--- src/osd_pkg.sv ---
// Purpose: Shared constants and types for the serial display register loader
// Assumes: 16-bit display words, 4-bit row and 5-bit column indices
// Notes:   Word layout is row, column, font top bit, then the data word
package osd_pkg;
  localparam logic [7:0] ADDR_WRITE = 8'hba;
  localparam logic [7:0] ADDR_READ  = 8'hbb;

  localparam int ROW_W  = 4;
  localparam int COL_W  = 5;
  localparam int DATA_W = 16;
  localparam int WORD_W = ROW_W + COL_W + 1 + DATA_W;

  // Positions inside a received word
  localparam int WORD_DATA_LSB = 0;
  localparam int WORD_TOP_BIT  = 16;
  localparam int WORD_COL_LSB  = 17;
  localparam int WORD_ROW_LSB  = 22;

  // Positions inside the row and column address bytes
  localparam int ROWB_COLUMN_FORMAT_ENABLE_BIT = 7;
  localparam int COLB_TOP_BIT   = 7;

  // Polarity control word and its fields
  localparam logic [3:0] POL_ROW     = 4'hf;
  localparam logic [4:0] POL_COL     = 5'h01;
  localparam int         HPOL_BIT    = 7;
  localparam int         VPOL_BIT    = 6;
  localparam logic       POL_RESET   = 1'b0;

  localparam logic [3:0] BYTE_BITS   = 4'h8;
  localparam int         FIFO_DEPTH  = 8;

  // Synchroniser lanes
  localparam int PIN_SCL = 0;
  localparam int PIN_SDA = 1;
  localparam int PIN_HFB = 2;
  localparam int PIN_VFB = 3;
  localparam int PIN_N   = 4;

  typedef enum logic [6:0] {
    S_IDLE = 7'h01,
    S_ADDR = 7'h02,
    S_ROW  = 7'h04,
    S_COL  = 7'h08,
    S_DHI  = 7'h10,
    S_DLO  = 7'h20,
    S_SKIP = 7'h40
  } osd_state_type;
endpackage

--- src/osd_word_if.sv ---
// Purpose: Valid/ready carrier for received display words
// Assumes: Source holds data stable while valid is high and ready is low
// Notes:   One word moves on each clock with valid and ready both high
`timescale 1ns/1ps
interface osd_word_if #(parameter int W = 26) ();
  logic         valid;
  logic         ready;
  logic [W-1:0] data;
  modport src (output valid, output data, input ready);
  modport snk (input valid, input data, output ready);
endinterface

--- src/osd_word_fifo.sv ---
// Purpose: Flip-flop FIFO for received display words
// Assumes: DEPTH is a power of two
// Notes:   Full and empty come from pointers with one extra wrap bit
`timescale 1ns/1ps
module osd_word_fifo #(
  parameter int WIDTH = 26,
  parameter int DEPTH = 8
) (
  input wire logic mclk,
  input wire logic rst_b,
  osd_word_if.snk  fill,
  osd_word_if.src  drain
);
  localparam int AW = $clog2(DEPTH);

  if ((DEPTH < 2) || (DEPTH != (1 << AW))) begin : g_chk
    $error("DEPTH must be a power of two of at least 2");
  end

  logic [WIDTH-1:0] mem_q [DEPTH];
  logic [WIDTH-1:0] mem_d [DEPTH];
  logic [AW:0]      wrPtr_q;
  logic [AW:0]      wrPtr_d;
  logic [AW:0]      rdPtr_q;
  logic [AW:0]      rdPtr_d;
  logic             full;
  logic             empty;

  assign full  = (wrPtr_q[AW] != rdPtr_q[AW]) &&
                 (wrPtr_q[AW-1:0] == rdPtr_q[AW-1:0]);
  assign empty = (wrPtr_q == rdPtr_q);
  assign fill.ready  = !full;
  assign drain.valid = !empty;
  assign drain.data  = mem_q[rdPtr_q[AW-1:0]];

  always_comb begin
    mem_d   = mem_q;
    wrPtr_d = wrPtr_q;
    rdPtr_d = rdPtr_q;
    if (fill.valid && !full) begin
      mem_d[wrPtr_q[AW-1:0]] = fill.data;
      wrPtr_d = wrPtr_q + 1'b1;
    end
    if (drain.valid && drain.ready) begin
      rdPtr_d = rdPtr_q + 1'b1;
    end
  end

  // Storage carries no reset; only the pointers decide what is valid
  always_ff @(posedge mclk) begin
    mem_q <= mem_d;
  end

  always_ff @(posedge mclk) begin
    if (!rst_b) begin
      wrPtr_q <= '0;
      rdPtr_q <= '0;
    end else begin
      wrPtr_q <= wrPtr_d;
      rdPtr_q <= rdPtr_d;
    end
  end
endmodule

--- src/osd_serial_display_register_loader.sv ---
// Purpose: Two-wire write receiver that loads 16-bit display words
// Assumes: mclk at 20 MHz, well above the bus clock; rst_b synchronous
// Notes:   Holds the bus clock low while a finished word waits on the full word FIFO
//
// Function
// (RQ1) A write runs start, address byte, row byte, column byte, two data bytes, stop.
// (RQ2) Every byte of a write, address and data alike, is acknowledged by the device.
// (RQ3) The device answers bus address BAh for writes and BBh for reads only.
// (RQ4) Each pair of data bytes becomes one 16-bit word, in either of two formats.
// (RQ5) The font index has nine bits, eight from the data word and one from the column byte.
// (RQ6) The column byte's top bit counts as font index bit only with column format on.
// (RQ7) Row byte bits 3 to 0 give the row index and its bits 6 and 5 are ignored.
// (RQ8) Column byte bits 4 to 0 give the column index and its bits 6 and 5 are ignored.
// (RQ9) Row byte bit 7 switches the column-oriented format on.
// (RQ10) In column format one row byte is followed by column-and-two-data groups until stop.
// (RQ11) The intensity output is high while an intensity-marked character or raster shows.
// (RQ12) Intensity with the three colour outputs encodes sixteen colours.
// (RQ13) Flyback inputs are active low after reset and a control word can flip them.
// (RQ14) The master changes the data line only while the clock is low, save start and stop.
// (RQ15) The serial stream is turned into 16-bit words passed on over an internal bus.
// (RQ16) In auto-increment format the column advances by one after every data word.
// (RQ17) The first data byte is the upper attribute half, the second the character code.
`timescale 1ns/1ps
module osd_serial_display_register_loader (
  input  wire logic        mclk,
  input  wire logic        rst_b,
  input  wire logic        sclIn,
  output logic             sclOut,
  output logic             sclOe_b,
  input  wire logic        sdaIn,
  output logic             sdaOut,
  output logic             sdaOe_b,
  input  wire logic        horizontalFlybackIn,
  input  wire logic        verticalFlybackIn,
  output logic             hFlybackActive,
  output logic             vFlybackActive,
  input  wire logic        pixelActive,
  input  wire logic        pixelIntensity,
  input  wire logic [2:0]  pixelRgb,
  output logic             redOut,
  output logic             greenOut,
  output logic             blueOut,
  output logic             intensityOut,
  output logic             fastBlankOut,
  output logic             wrValid,
  input  wire logic        wrReady,
  output logic [3:0]       wrRowIndex,
  output logic [4:0]       wrColumnIndex,
  output logic             wrFontIndexTopBit,
  output logic [15:0]      wrData
);
  localparam int N = osd_pkg::PIN_N;
  localparam int W = osd_pkg::WORD_W;

  // Input synchronisers and edge detection
  logic [N-1:0] stage1_q;
  logic [N-1:0] stage2_q;
  logic [N-1:0] stage3_q;
  logic [N-1:0] clean_q;
  logic [N-1:0] clean_d;

  always_comb begin
    clean_d = clean_q;
    for (int i = 0; i < N; i++) begin
      if (stage2_q[i] == stage3_q[i]) begin
        clean_d[i] = stage3_q[i];
      end
    end
  end

  always_ff @(posedge mclk) begin
    if (!rst_b) begin
      stage1_q <= '1;
      stage2_q <= '1;
      stage3_q <= '1;
      clean_q  <= '1;
    end else begin
      stage1_q <= {verticalFlybackIn, horizontalFlybackIn, sdaIn, sclIn};
      stage2_q <= stage1_q;
      stage3_q <= stage2_q;
      clean_q  <= clean_d;
    end
  end

  logic sclRise;
  logic sclFall;
  logic startSeen;
  logic stopSeen;
  logic sclNow;
  logic sdaNow;
  logic sdaWas;

  // Edges come from the settling value: a short bus low phase leaves no
  // spare clock, and a later ack would move data with the clock high
  assign sclNow  = clean_d[osd_pkg::PIN_SCL];
  assign sdaNow  = clean_d[osd_pkg::PIN_SDA];
  assign sdaWas  = clean_q[osd_pkg::PIN_SDA];
  assign sclRise = sclNow && !clean_q[osd_pkg::PIN_SCL];
  assign sclFall = !sclNow && clean_q[osd_pkg::PIN_SCL];
  // Data may move only with the clock low, so a move with it high frames
  assign startSeen = sclNow && clean_q[osd_pkg::PIN_SCL]
                     && sdaWas && !sdaNow; // RQ14
  assign stopSeen  = sclNow && clean_q[osd_pkg::PIN_SCL]
                     && !sdaWas && sdaNow; // RQ14

  // Protocol state
  osd_word_if #(.W(W)) pushIf ();
  osd_word_if #(.W(W)) popIf ();

  osd_pkg::osd_state_type state_q;
  osd_pkg::osd_state_type state_d;
  logic [3:0]  bitCnt_q;
  logic [3:0]  bitCnt_d;
  logic [7:0]  shift_q;
  logic [7:0]  shift_d;
  logic        ackPhase_q;
  logic        ackPhase_d;
  logic        sdaOe_b_d;
  logic        column_format_enable_q;
  logic        column_format_enable_d;
  logic [3:0]  row_q;
  logic [3:0]  row_d;
  logic [4:0]  col_q;
  logic [4:0]  col_d;
  logic        top_q;
  logic        top_d;
  logic [7:0]  hi_q;
  logic [7:0]  hi_d;
  logic        pushPend_q;
  logic        pushPend_d;
  logic [W-1:0] pushWord_q;
  logic [W-1:0] pushWord_d;
  logic        byteDone;

  assign byteDone = sclFall && !ackPhase_q && (bitCnt_q == osd_pkg::BYTE_BITS)
                    && (state_q != osd_pkg::S_IDLE);

  always_comb begin
    state_d    = state_q;
    bitCnt_d   = bitCnt_q;
    shift_d    = shift_q;
    ackPhase_d = ackPhase_q;
    sdaOe_b_d  = sdaOe_b;
    column_format_enable_d    = column_format_enable_q;
    row_d      = row_q;
    col_d      = col_q;
    top_d      = top_q;
    hi_d       = hi_q;
    pushPend_d = pushPend_q && !pushIf.ready;
    pushWord_d = pushWord_q;
    if (startSeen) begin
      state_d    = osd_pkg::S_ADDR; // RQ1
      bitCnt_d   = 4'h0;
      ackPhase_d = 1'b0;
      sdaOe_b_d  = 1'b1;
    end else if (stopSeen) begin
      state_d    = osd_pkg::S_IDLE; // RQ1
      ackPhase_d = 1'b0;
      sdaOe_b_d  = 1'b1;
    end else if (sclRise && !ackPhase_q && state_q != osd_pkg::S_IDLE) begin
      shift_d  = {shift_q[6:0], sdaNow};
      bitCnt_d = bitCnt_q + 4'h1;
    end else if (sclFall && ackPhase_q) begin
      ackPhase_d = 1'b0;
      sdaOe_b_d  = 1'b1;
      bitCnt_d   = 4'h0;
    end else if (byteDone) begin
      bitCnt_d   = 4'h0;
      ackPhase_d = 1'b1; // RQ2
      sdaOe_b_d  = 1'b0; // RQ2
      case (state_q)
        osd_pkg::S_ADDR: begin
          if (shift_q == osd_pkg::ADDR_WRITE) begin
            state_d = osd_pkg::S_ROW; // RQ3
          end else begin
            // Reads are acknowledged and then the line is left released
            state_d = osd_pkg::S_SKIP;
            if (shift_q != osd_pkg::ADDR_READ) begin
              ackPhase_d = 1'b0; // RQ3
              sdaOe_b_d  = 1'b1;
            end
          end
        end
        osd_pkg::S_ROW: begin
          column_format_enable_d = shift_q[osd_pkg::ROWB_COLUMN_FORMAT_ENABLE_BIT]; // RQ9
          row_d   = shift_q[3:0]; // RQ7
          state_d = osd_pkg::S_COL;
        end
        osd_pkg::S_COL: begin
          col_d   = shift_q[4:0]; // RQ8
          top_d   = shift_q[osd_pkg::COLB_TOP_BIT];
          state_d = osd_pkg::S_DHI;
        end
        osd_pkg::S_DHI: begin
          hi_d    = shift_q; // RQ17
          state_d = osd_pkg::S_DLO;
        end
        osd_pkg::S_DLO: begin
          pushPend_d = 1'b1; // RQ15
          pushWord_d = {row_q, col_q, column_format_enable_q && top_q, hi_q, shift_q}; // RQ4 RQ5 RQ6 RQ17
          if (column_format_enable_q) begin
            state_d = osd_pkg::S_COL; // RQ10
          end else begin
            col_d   = col_q + 5'h01; // RQ16
            state_d = osd_pkg::S_DHI; // RQ4
          end
        end
        default: begin
          ackPhase_d = 1'b0;
          sdaOe_b_d  = 1'b1;
        end
      endcase
    end
  end

  always_ff @(posedge mclk) begin
    if (!rst_b) begin
      state_q    <= osd_pkg::S_IDLE;
      bitCnt_q   <= 4'h0;
      shift_q    <= 8'h00;
      ackPhase_q <= 1'b0;
      sdaOe_b    <= 1'b1;
      column_format_enable_q    <= 1'b0;
      row_q      <= 4'h0;
      col_q      <= 5'h00;
      top_q      <= 1'b0;
      hi_q       <= 8'h00;
      pushPend_q <= 1'b0;
      pushWord_q <= '0;
      sclOe_b    <= 1'b1;
      sdaOut     <= 1'b0;
      sclOut     <= 1'b0;
    end else begin
      state_q    <= state_d;
      bitCnt_q   <= bitCnt_d;
      shift_q    <= shift_d;
      ackPhase_q <= ackPhase_d;
      sdaOe_b    <= sdaOe_b_d;
      column_format_enable_q    <= column_format_enable_d;
      row_q      <= row_d;
      col_q      <= col_d;
      top_q      <= top_d;
      hi_q       <= hi_d;
      pushPend_q <= pushPend_d;
      pushWord_q <= pushWord_d;
      // Stretching the clock instead of refusing the word keeps every ack
      sclOe_b    <= !(pushPend_d && !pushIf.ready);
      sdaOut     <= 1'b0;
      sclOut     <= 1'b0;
    end
  end

  assign pushIf.valid = pushPend_q;
  assign pushIf.data  = pushWord_q;

  osd_word_fifo #(
    .WIDTH (W),
    .DEPTH (osd_pkg::FIFO_DEPTH)
  ) u_fifo (
    .mclk  (mclk),
    .rst_b (rst_b),
    .fill  (pushIf),
    .drain (popIf)
  );

  // Output stage, flyback polarity and pixel outputs
  logic         outValid_d;
  logic [W-1:0] outWord_q;
  logic [W-1:0] outWord_d;
  logic         hPolHigh_q;
  logic         hPolHigh_d;
  logic         vPolHigh_q;
  logic         vPolHigh_d;
  logic         popTake;

  assign popIf.ready = !wrValid || wrReady;
  assign popTake     = popIf.valid && popIf.ready;

  always_comb begin
    outValid_d = wrValid && !wrReady;
    outWord_d  = outWord_q;
    hPolHigh_d = hPolHigh_q;
    vPolHigh_d = vPolHigh_q;
    if (popTake) begin
      outValid_d = 1'b1; // RQ15
      outWord_d  = popIf.data;
      if (popIf.data[osd_pkg::WORD_ROW_LSB +: 4] == osd_pkg::POL_ROW &&
          popIf.data[osd_pkg::WORD_COL_LSB +: 5] == osd_pkg::POL_COL) begin
        hPolHigh_d = popIf.data[osd_pkg::HPOL_BIT]; // RQ13
        vPolHigh_d = popIf.data[osd_pkg::VPOL_BIT]; // RQ13
      end
    end
  end

  always_ff @(posedge mclk) begin
    if (!rst_b) begin
      wrValid        <= 1'b0;
      outWord_q      <= '0;
      hPolHigh_q     <= osd_pkg::POL_RESET; // RQ13
      vPolHigh_q     <= osd_pkg::POL_RESET; // RQ13
      hFlybackActive <= 1'b0;
      vFlybackActive <= 1'b0;
      intensityOut   <= 1'b0;
      redOut         <= 1'b0;
      greenOut       <= 1'b0;
      blueOut        <= 1'b0;
      fastBlankOut   <= 1'b0;
    end else begin
      wrValid        <= outValid_d;
      outWord_q      <= outWord_d;
      hPolHigh_q     <= hPolHigh_d;
      vPolHigh_q     <= vPolHigh_d;
      hFlybackActive <= clean_q[osd_pkg::PIN_HFB] == hPolHigh_q; // RQ13
      vFlybackActive <= clean_q[osd_pkg::PIN_VFB] == vPolHigh_q; // RQ13
      intensityOut   <= pixelActive && pixelIntensity; // RQ11 RQ12
      redOut         <= pixelActive && pixelRgb[0]; // RQ12
      greenOut       <= pixelActive && pixelRgb[1]; // RQ12
      blueOut        <= pixelActive && pixelRgb[2]; // RQ12
      fastBlankOut   <= pixelActive;
    end
  end

  assign wrRowIndex        = outWord_q[osd_pkg::WORD_ROW_LSB +: 4];
  assign wrColumnIndex     = outWord_q[osd_pkg::WORD_COL_LSB +: 5];
  assign wrFontIndexTopBit = outWord_q[osd_pkg::WORD_TOP_BIT];
  assign wrData            = outWord_q[osd_pkg::WORD_DATA_LSB +: 16];
endmodule

--- config.mk ---
export PLATFORM = sky130hd
export DESIGN_NAME = osd_serial_display_register_loader
export DESIGN_NICKNAME = d
export VERILOG_FILES = /design/src/osd_pkg.sv /design/src/osd_word_if.sv /design/src/osd_word_fifo.sv /design/src/osd_serial_display_register_loader.sv
export SDC_FILE = /design/constraint.sdc
export NUM_CORES = 1
export LEC_CHECK = 0
export BUFFER_PORTS_ARGS = -buffer_cell sky130_fd_sc_hd__buf_2
export CORE_ASPECT_RATIO = 1.75
export CORE_MARGIN = 4
export CORE_UTILIZATION = 57
export DETAILED_ROUTE_END_ITERATION = 10
export GPL_ROUTABILITY_DRIVEN = 0
export PLACE_DENSITY = 0.74
export SLEW_MARGIN = 15
export SYNTH_ARGS = -nofsm -noshare
export SYNTH_HDL_FRONTEND = slang
export SYNTH_SLANG_ARGS = --single-unit
--- constraint.sdc ---
create_clock -name mclk -period 4.3 [get_ports mclk]
set_input_delay 0.215 -clock mclk [delete_from_list [all_inputs] [get_ports mclk]]
set_output_delay 0.215 -clock mclk [all_outputs]
set_load 0.02 [all_outputs]
==> results of run 1 <==
[metrics by stage]
| step | setup slack (ns) | total power [mW] | utilization (%) | hold WS [ns] |
|---|---|---|---|---|
| after floorplan | 0.7731 | 4.201 | - | 0.3165 |
| after global placement | 1.453 | 4.394 | 59.98 | 0.3909 |
| after detailed placement | 1.404 | 4.411 | 59.98 | 0.3985 |
| after CTS | 1.317 | 7.043 | 65.06 | 0.06905 |
| after global routing | 1.210 | 7.239 | 65.06 | 0.1138 |
| final | 1.443 | 6.972 | 65.06 | 0.08020 |
[power by group]
part           switching (mW)  total [mW]  leakage [nW]  internal [mW]
Sequential             0.0539        3.53          2.96           3.48
Clock                    1.16        2.65         0.473           1.49
Combinational           0.458       0.791          1.41          0.333
Total                    1.67        6.97          4.85           5.30
[cells in the final DEF, fill, tap and decap left out, types with 6 or more instances in the layout]
cell type	instances
nor2_2	6
nand2_1	75
edfxtp_1	208
clkbuf_16	30
buf_2	47
mux4_2	52
dlygate4sd3_1	14
nand3_1	8
xor2_1	11
dfxtp_1	125
a21oi_1	47
a211oi_1	27
buf_4	15
nand2b_1	15
inv_1	6
nor2_1	76
o21ai_0	11
mux2i_1	55
[logic make-up after synthesis]
| logic type | Yosys count |
|---|---|
| adders and majority gates | 5 |
| muxes | 108 |
| other | 1 |
| DFF | 336 |
| AOI/OAI and AO/OA | 97 |
| and+or+nand+nor | 233 |
| xor gates and xnor gates | 14 |
| buffers and inverters | 56 |
[layer usage]
layer	vias to the layer above	track usage, %	wire, um
li1	3293	-	-
met1	3513	23.89	9281
met2	162	37.42	13320
met3	48	2.145	968
met4	0	9.198	958
met5	-	0	0
[worst max-delay path, delay by kind of cell (launching register included)]
family                 cells  cell delay (ns)
AND/OR/NAND/NOR            3             0.85
multiplexers               3             0.80
buffers and inverters      1             0.62
flip-flops                 1             0.44
[worst paths after layout]
check	startpoint	to	cells after the start
worst max register to register	u_fifo.rdPtr_q[2]$_SDFFE_PN0P_	hPolHigh_q$_SDFFE_PN0P_	7
worst max-delay path	u_fifo.rdPtr_q[2]$_SDFFE_PN0P_	hPolHigh_q$_SDFFE_PN0P_	7
worst min register to register	stage1_q[2]$_SDFF_PN1_	stage2_q[2]$_SDFF_PN1_	1
worst min-delay path	rst_b	state_q[0]$_SDFFE_PN1P_	2
[cell type report]
| type | instances | area [um^2] |
|---|---|---|
| Timing Repair Buffer | 76 | 488.0 |
| Fill cell | 1573 | 7712 |
| Clock buffer | 33 | 772.0 |
| Inverter | 7 | 26.28 |
| Clock inverter | 19 | 209.0 |
| Sequential cell | 336 | 8812 |
| Tap cell | 296 | 370.4 |
| Multi-Input combinational cell | 459 | 3681 |
[flip-flops by register name (all words and copies together), names as in the netlist, 4 cells and up]
register        count
shift_q             8
outWord_q          26
u_fifo.mem_q      208
u_fifo.rdPtr_q      4
row_q               4
stage3_q            4
col_q               5
u_fifo.wrPtr_q      4
pushIf.data        26
state_q             7
clean_q             4
bitCnt_q            4
stage2_q            4
hi_q                8
stage1_q            4
==> summary.txt, run 1 <==
Die footprint - 24850 um^2
Die H - 205.6 um
First-pass GRT wire length - 38760 um
Final hold violation count - 0
Post-CTS Resized - 0
Slowest cell on crit path - buf_4
Port buffer count - 47
GRT Total Usage - 20.40%
Sequential fraction of the synthesis area - 69.28%
Worst Setup Start Kind - flop
Largest net degree at the start of global routing - 57
Static Leak - 4.846 nW
Layout Cells excl Fill - 1226
Chip Width - 120.9 um
CTS Buffer Depth - 3
Worst vdd ir - 0.3893 mV
Post CTS Setup Buffer Count - 0
Critical path class - reg2reg
Min Tclk post-route - 2.857 ns
Compound-Gate Fraction of Synth Area - 4.586%
PD cells - 485.5 nW/um^2
Top post-synthesis cells by area - edfxtp_1 49%, dfxtp_1 20%, mux4_2 9.2%
Critical path cell sequence - buf_4 > mux4_2 > mux2i_1 > nand3_1 > nor4_1 > nand3_1 > mux2i_1
Inserted Clock Buffers - 28
Clk slew on worst S/H paths - 0.07 ns
Post-synthesis xor/xnor area fraction - 0.9644%
Worst slew pin tran - 1.039 ns
Combinational family with the most area after synthesis - multiplexers
Fmax - 350.0 MHz
Initial Util - 57.61%
Routed WL per cell - 20.01 um
Slew margin rel. - 30.22%
Slew Viols, Final - 0
CP Capture Type - flop
Share of the synthesized area in the top cell type - 49.12%
Synth area leader - edfxtp_1
Antenna cells - 0
Syn-to-layout area delta - 12.93%
CTS Hold Bufs - 14
Post-route setup TNS - 0 ns
Async set-reset flop share out of synthesis - 0%
Clock tree root buffer cell - clkbuf_16
WP data required - 4.73 ns
Tcrit/Tclk final - 66.44%
Synth warnings - 0
Sink Count - 336
Maxcap violations - 0
Post-Synth Simple-Gate Area - 8.935%
Setup Viol. Count Final - 0
Crit path DAT - 3.29 ns
TritonCTS clock tree - yes
Clock skew - 0.008846 ns
Post-synth top flop - edfxtp_1
Synth cell types - 55
Worst Hold Class - in2reg
Mapped Cells - 850
Routed Antenna Nets - 0
Mean Syn Cell Area - 14.96 um^2
Status - finished, final reports clean
Core Region - 22070 um^2
H-tree depth - 1
Initial DRC count - 363
Slowest stage delay, CP - 0.62 ns
DP Wirelength - 15330 um
Post-Synth Adder-Cell Area - 0.4920%
Vias - 7016
Post-synthesis mux area share - 13.63%
Cell area after synthesis - 12710 um^2
Dpl cell area - 13240 um^2
Residual DRC - 0
Share of cells above drive strength 1 - 20.75%
CP max FO - 48
# IOs - 50
Flops & latches, synth - 336
Design area - 14360 um^2
Std cell rows - 72
Vias per cell - 5.723
Global route overflow - 0
RSZ-0062 raised after global routing - no
Layout Nets - 925
Final WL - 24530 um
Slack of the worst reg-to-reg path - 1.44 ns
Placed cells - 1160
DRT Pass-1 Iters - 5
Commonest cells post-synth - 208 x edfxtp_1, 128 x dfxtp_1, 82 x nor2_1, 75 x nand2_1, 55 x mux2i_1
Initial antenna violation count - 0
Most frequent cell after synthesis - edfxtp_1
Vias in the first global route - 7101
Skew-Pair Late Insertion Delay - 0.55 ns
Post-synth EDFFs - 208
Power figures use the tool's default switching activity.
==> inputs of run 2 (changes only) <==
==> constraint.sdc (replaced) <==
create_clock -name mclk -period 2.95 [get_ports mclk]
set_input_delay 0.1475 -clock mclk [delete_from_list [all_inputs] [get_ports mclk]]
set_output_delay 0.1475 -clock mclk [all_outputs]
set_load 0.02 [all_outputs]
==> run 2 against run 1 <==
Cell count rose by 1.1%; die area did not move; global-route usage increased by 0.33 points; first-iteration DRC count is 13% higher; highest routed layer unchanged; register-to-register slack got worse by 0.88 ns; sequential share of layout area down 0.33 points; critical endpoint is now u_fifo.mem_q[163]$_DFFE_PP_; largest cell class unchanged.
==> summary.txt, run 2 (synthesis results as in run 1) <==
CP max FO - 23
Hold wc startpoint - rst_b
Final WL - 24960 um
Die footprint - 24850 um^2
Fmax - 419.4 MHz
Post-route setup TNS - 0 ns
Setup Viol. Count Final - 0
Final Power - 9.847 mW
Min Tclk post-route - 2.385 ns
Antenna cells - 0
Static Leak - 4.873 nW
Largest net degree at the start of global routing - 52
TritonCTS clock tree - yes
First-pass GRT wire length - 39390 um
Critical path class - reg2reg
Clock skew - 0.01071 ns
Vias in the first global route - 7294
Grt peak-use layer - met2
DRT Pass-1 Iters - 5
Max reg flops - 208
Share of cells above drive strength 1 - 20.87%
Fillers - 1572
WP data required - 3.19 ns
Std cell rows - 72
Met2 global-route usage - 39.33%
R2R depth - 6
Tcrit/Tclk final - 80.83%
CTS Buffer Depth - 3
PD cells - 682.1 nW/um^2
Final hold violation count - 0
Routed Antenna Nets - 0
Met1 Use GR - 23.52%
Port buffer count - 47
Slack of the worst reg-to-reg path - 0.57 ns
Sink Count - 336
Worst Setup EP - u_fifo.mem_q[163]$_DFFE_PP_
H-tree depth - 1
Slew Viols, Final - 0
Worst Hold Class - in2reg
CP Capture Type - flop
Die H - 205.6 um
RR Startpoint - u_fifo.wrPtr_q[0]$_SDFFE_PN0P_
# IOs - 50
Core Region - 22070 um^2
Worst slew pin tran - 0.7752 ns
Initial antenna violation count - 0
Most frequent cells in the layout - 208 x edfxtp_1, 125 x dfxtp_1, 76 x nor2_1
Routed WL per cell - 20.13 um
Chip Width - 120.9 um
Inserted Clock Buffers - 28
Syn-to-layout area delta - 13.54%
Residual DRC - 0
Clk slew on worst S/H paths - 0.07 ns
Status - finished, final reports clean
Initial DRC count - 409
Slew margin rel. - 48.21%
Vias per cell - 5.664
Worst vdd ir - 0.5124 mV
WHS - 0.05936 ns
Crit path from - u_fifo.wrPtr_q[0]$_SDFFE_PN0P_
Maxcap violations - 0
Vias - 7023
Worst reg2reg path endpoint - u_fifo.mem_q[163]$_DFFE_PP_
Worst Setup Start Kind - flop
Layout Nets - 939
Clock tree root buffer cell - clkbuf_16
RSZ-0062 raised after global routing - no
Hold Path Cell Cnt - 3
Reg with most FFs - u_fifo.mem_q
GRT Total Usage - 20.73%
Crit path DAT - 2.62 ns
DP Wirelength - 15840 um
Global route overflow - 0
Skew-Pair Late Insertion Delay - 0.54 ns
Commonest non-fill, non-tap cell in the layout - edfxtp_1
Initial Util - 57.61%
M3 GR Usage - 2.365%
==> run 2: layout make-up <==
type	instances	area, um^2	share of cell area [%]
Sequential cell	336	8812	61.04
Clock buffer	36	752.0	5.209
Clock inverter	16	113.9	0.7887
Inverter	7	26.28	0.1820
Timing Repair Buffer	90	668.1	4.628
Multi-Input combinational cell	459	3694	25.59
Tap cell	296	370.4	2.565
==> run 2: report_power, final <==
group	switching, mW	internal (mW)	leakage [nW]	total, mW
Combinational	0.650	0.506	1.49	1.16
Sequential	0.106	5.08	2.96	5.18
Clock	1.61	1.90	0.422	3.51
==> run 2: how the worst min path moves through the flow <==
stage	slack, ns	end
2_1_floorplan	0.25	stage1_q[0]$_SDFF_PN1_
3_3_place_gp	0.33	stage1_q[1]$_SDFF_PN1_
3_5_place_dp	0.33	stage1_q[3]$_SDFF_PN1_
4_1_cts	0.05	clean_q[1]$_SDFF_PN1_
5_1_grt	0.08	clean_q[1]$_SDFF_PN1_
6_report	0.06	clean_q[1]$_SDFF_PN1_
==> run 2: critical path: stages (launching register included) <==
cell,delay [ns]
dfxtp_1,0.58
xor2_1,0.23
nor4_1,0.11
nor2b_1,0.34
nand2b_1,0.25
nor2_2,0.31
buf_12,0.24
==> run 2: repair_timing <==
| action | 4_1_cts | 5_1_grt |
|---|---|---|
| buffers inserted | 0 | 0 |
| hold buffers | 14 | 0 |
| gates resized for setup | 0 | 0 |
| endpoints found under the hold margin | 10 | 0 |
==> run 2: layer usage <==
metal  routed length (um)  vias to the layer above
li1                     -                     3329
met1                 9374                     3498
met2                13960                      147
met3                  865                       49
met4                  756                        0
met5                    0                        -
==> run 2: per-stage QoR <==
step	util [%]	instances	setup slack, ns	instance area [um^2]
floorplan	-	851	0.1298	12730
CTS	65.41	1240	0.5884	14440
detailed placement	60.85	1174	0.5939	13430
global route	65.41	1240	0.4199	14440
global placement	60.85	1174	0.6551	13430
finish	65.41	1240	0.5654	14440
==> inputs of run 3 (changes only) <==
--- a/config.mk
+++ b/config.mk
@@ -5,13 +5,14 @@
 export SDC_FILE = /design/constraint.sdc
 export NUM_CORES = 1
 export LEC_CHECK = 0
+export ABC_AREA = 1
 export BUFFER_PORTS_ARGS = -buffer_cell sky130_fd_sc_hd__buf_2
 export CORE_ASPECT_RATIO = 1.75
 export CORE_MARGIN = 4
-export CORE_UTILIZATION = 57
+export CORE_UTILIZATION = 55
 export DETAILED_ROUTE_END_ITERATION = 10
 export GPL_ROUTABILITY_DRIVEN = 0
-export PLACE_DENSITY = 0.74
+export PLACE_DENSITY = 0.75
 export SLEW_MARGIN = 15
 export SYNTH_ARGS = -nofsm -noshare
 export SYNTH_HDL_FRONTEND = slang
==> constraint.sdc (replaced) <==
create_clock -name mclk -period 2.05 [get_ports mclk]
set_input_delay 0.1025 -clock mclk [delete_from_list [all_inputs] [get_ports mclk]]
set_output_delay 0.1025 -clock mclk [all_outputs]
set_load 0.02 [all_outputs]
==> run 3 against run 2 <==
Clock skew down 0.0020 ns; synthesized cell count increased by 52%; clock power rose by 54%; sequential cell count stayed put; via count grew 32%; critical path depth rose by 4; first-iteration DRC count grew 85%; cell count increased by 35%; sequential share of layout area down 2.6 points; fmax up 23%; power is 75% higher; combinational power grew to 3.6 times the previous value.
==> summary.txt, run 3 <==
Synth cell types - 40
TritonCTS clock tree - yes
Routed WL per cell - 17.32 um
Cell area after synthesis - 13250 um^2
RR Startpoint - u_fifo.wrPtr_q[2]$_SDFFE_PN0P_
Skew-Pair Late Insertion Delay - 0.56 ns
Dpl cell area - 13960 um^2
Switching Power - 5.502 mW
GRT Total Usage - 21.52%
Inserted Clock Buffers - 28
Global route overflow - 0
Reg power frac - 44.1%
Die footprint - 26730 um^2
Final hold violation count - 0
Die H - 213.3 um
Clock tree root buffer cell - clkbuf_16
Share of the synthesized area in the top cell type - 47.15%
Post-synth top flop - edfxtp_1
Min Tclk post-route - 1.944 ns
Final WL - 29030 um
Residual DRC - 0
Chip Width - 125.3 um
Clock power share - 31.4%
DP Wirelength - 18100 um
Final Power - 17.21 mW
Layout Nets - 1367
Mapped Cells - 1291
Async set-reset flop share out of synthesis - 0%
Worst reg2reg path endpoint - u_fifo.mem_q[205]$_DFFE_PP_
Sink Count - 336
Max reg flops - 208
WP data required - 2.32 ns
Mean Syn Cell Area - 10.26 um^2
Worst Setup Start Kind - flop
Largest net degree at the start of global routing - 58
Fmax - 514.4 MHz
Net Sw Frac - 31.97%
Synth warnings - 0
Sequential fraction of the synthesis area - 66.50%
Port buffer count - 47
First-pass GRT wire length - 46000 um
R2R depth - 10
Commonest cells post-synth - 258 x nand2_1, 208 x edfxtp_1, 131 x nor2_1, 128 x dfxtp_1, 103 x o21ai_0
Initial antenna violation count - 0
Fillers - 1851
Design area - 15090 um^2
Vias in the first global route - 9109
Synth area leader - edfxtp_1
Most frequent cells in the layout - 258 x nand2_1, 208 x edfxtp_1, 125 x dfxtp_1
Crit path DAT - 2.21 ns
Std cell rows - 74
Clk slew on worst S/H paths - 0.07 ns
Cell internal pwr - 11.71 mW
Routed Antenna Nets - 0
Worst slew pin tran - 0.6543 ns
Slack of the worst reg-to-reg path - 0.11 ns
Vias - 9272
DRT Pass-1 Iters - 5
Clock skew - 0.008725 ns
CP Capture Type - flop
Worst Hold Class - in2reg
Reg with most FFs - u_fifo.mem_q
Maxcap violations - 0
CTS Buffer Depth - 3
WL met3 - 1541 um
Slew Viols, Final - 0
Most frequent cell after synthesis - nand2_1
Top sig layer - met4
Crit path from - u_fifo.wrPtr_q[2]$_SDFFE_PN0P_
Syn-to-layout area delta - 13.92%
Status - finished, final reports clean
Logic pwr share - 24.5%
Post-synth EDFFs - 208
Flops & latches, synth - 336
Static Leak - 5.765 nW
CP max FO - 10
Vias per cell - 5.532
Top post-synthesis cells by area - edfxtp_1 47%, dfxtp_1 19%, nand2_1 7.3%
Slew margin rel. - 55.98%
Worst Setup EP - u_fifo.mem_q[205]$_DFFE_PP_
Post CTS Setup Buffer Count - 0
PD cells - 1140 nW/um^2
Commonest non-fill, non-tap cell in the layout - nand2_1
Tcrit/Tclk final - 94.84%
Setup Viol. Count Final - 0
Metal2 WL - 15540 um
Initial DRC count - 756
Antenna cells - 0
# IOs - 50
Met1 wire length - 10890 um
Share of cells above drive strength 1 - 13.19%
Initial Util - 56.33%
Worst vdd ir - 0.7710 mV
Core Region - 23520 um^2
H-tree depth - 1
Critical path class - reg2reg
==> run 3: cell families after synthesis <==
kind of cell             count (synthesis)  synth area share [%]
buffers and inverters                  165                 5.781
XOR/XNOR                                 5                0.3306
AO/OA/AOI/OAI                          269                 10.65
adder cells (fa/ha/maj)                  5                0.4723
other                                    1               0.02831
flip-flops                             336                 66.50
AND/OR/NAND/NOR                        510                 16.25
==> run 3: repair_timing <==
| action | 4_1_cts | 5_1_grt |
|---|---|---|
| resized for setup | 0 | 7 |
| hold endpoints to repair | 13 | 0 |
| hold buffers | 14 | 0 |
| setup endpoints to repair | 0 | 207 |
==> run 3: power by group through the flow <==
| stage | registers (mW) | logic (mW) | clock network, mW |
|---|---|---|---|
| after floorplan | 8.03 | 2.86 | 0 |
| after global placement | 7.73 | 4.09 | 0 |
| after detailed placement | 7.73 | 4.17 | 0 |
| after CTS | 7.59 | 4.22 | 5.51 |
| after global routing | 7.63 | 4.69 | 5.75 |
| final | 7.59 | 4.21 | 5.41 |
==> run 3: worst min-delay path by stage <==
stage	start	endpoint	slack, ns	depth (start not counted)
after floorplan	sclIn	stage1_q[0]$_SDFF_PN1_	0.21	1
after global placement	sdaIn	stage1_q[1]$_SDFF_PN1_	0.29	2
after detailed placement	sdaIn	stage1_q[1]$_SDFF_PN1_	0.29	2
after CTS	wrReady	outWord_q[23]$_SDFFE_PN0P_	0.11	5
after global routing	wrReady	outWord_q[23]$_SDFFE_PN0P_	0.17	5
final	wrReady	outWord_q[23]$_SDFFE_PN0P_	0.14	5
==> run 3: area by class of cell <==
class,count,area [um^2],area share [%]
Sequential cell,336,8817,58.43
Timing Repair Buffer,99,857.1,5.679
Clock inverter,20,191.4,1.269
Multi-Input combinational cell,791,3729,24.71
Tap cell,304,380.4,2.521
Clock buffer,32,757.0,5.016
Inverter,94,359.1,2.380
==> run 3: worst max-delay path, stage by stage, from the launching register on <==
cell and delay [ns]:
dfxtp_1 0.39, inv_1 0.12, nand2_1 0.07, nand2_1 0.07, nand2_1 0.07, nor2_1 0.05, nand2_1 0.09, nand2_2 0.09
or2_4 0.29, nor2_4 0.21, clkbuf_16 0.21
==> run 3: through the flow <==
step            TNS (ns)  std cells  setup WS [ns]  hold WS [ns]  util [%]
4_1_cts                0       1675        0.06128        0.1064     63.98
6_report               0       1676         0.1059        0.1378     64.17
2_1_floorplan     -20.55       1292        -0.1976        0.2091         -
3_3_place_gp           0       1609         0.1711        0.2884     59.35
3_5_place_dp           0       1609        0.07883        0.2912     59.35
5_1_grt        -0.001360       1676      -0.001360        0.1708     64.17
==> run 3: layer usage <==
| layer | vias to the layer above | track usage, % |
|---|---|---|
| met4 | 0 | 9.693 |
| met5 | - | 0 |
| met1 | 4400 | 24.80 |
| met3 | 71 | 2.503 |
| met2 | 288 | 40.14 |
| li1 | 4513 | - |
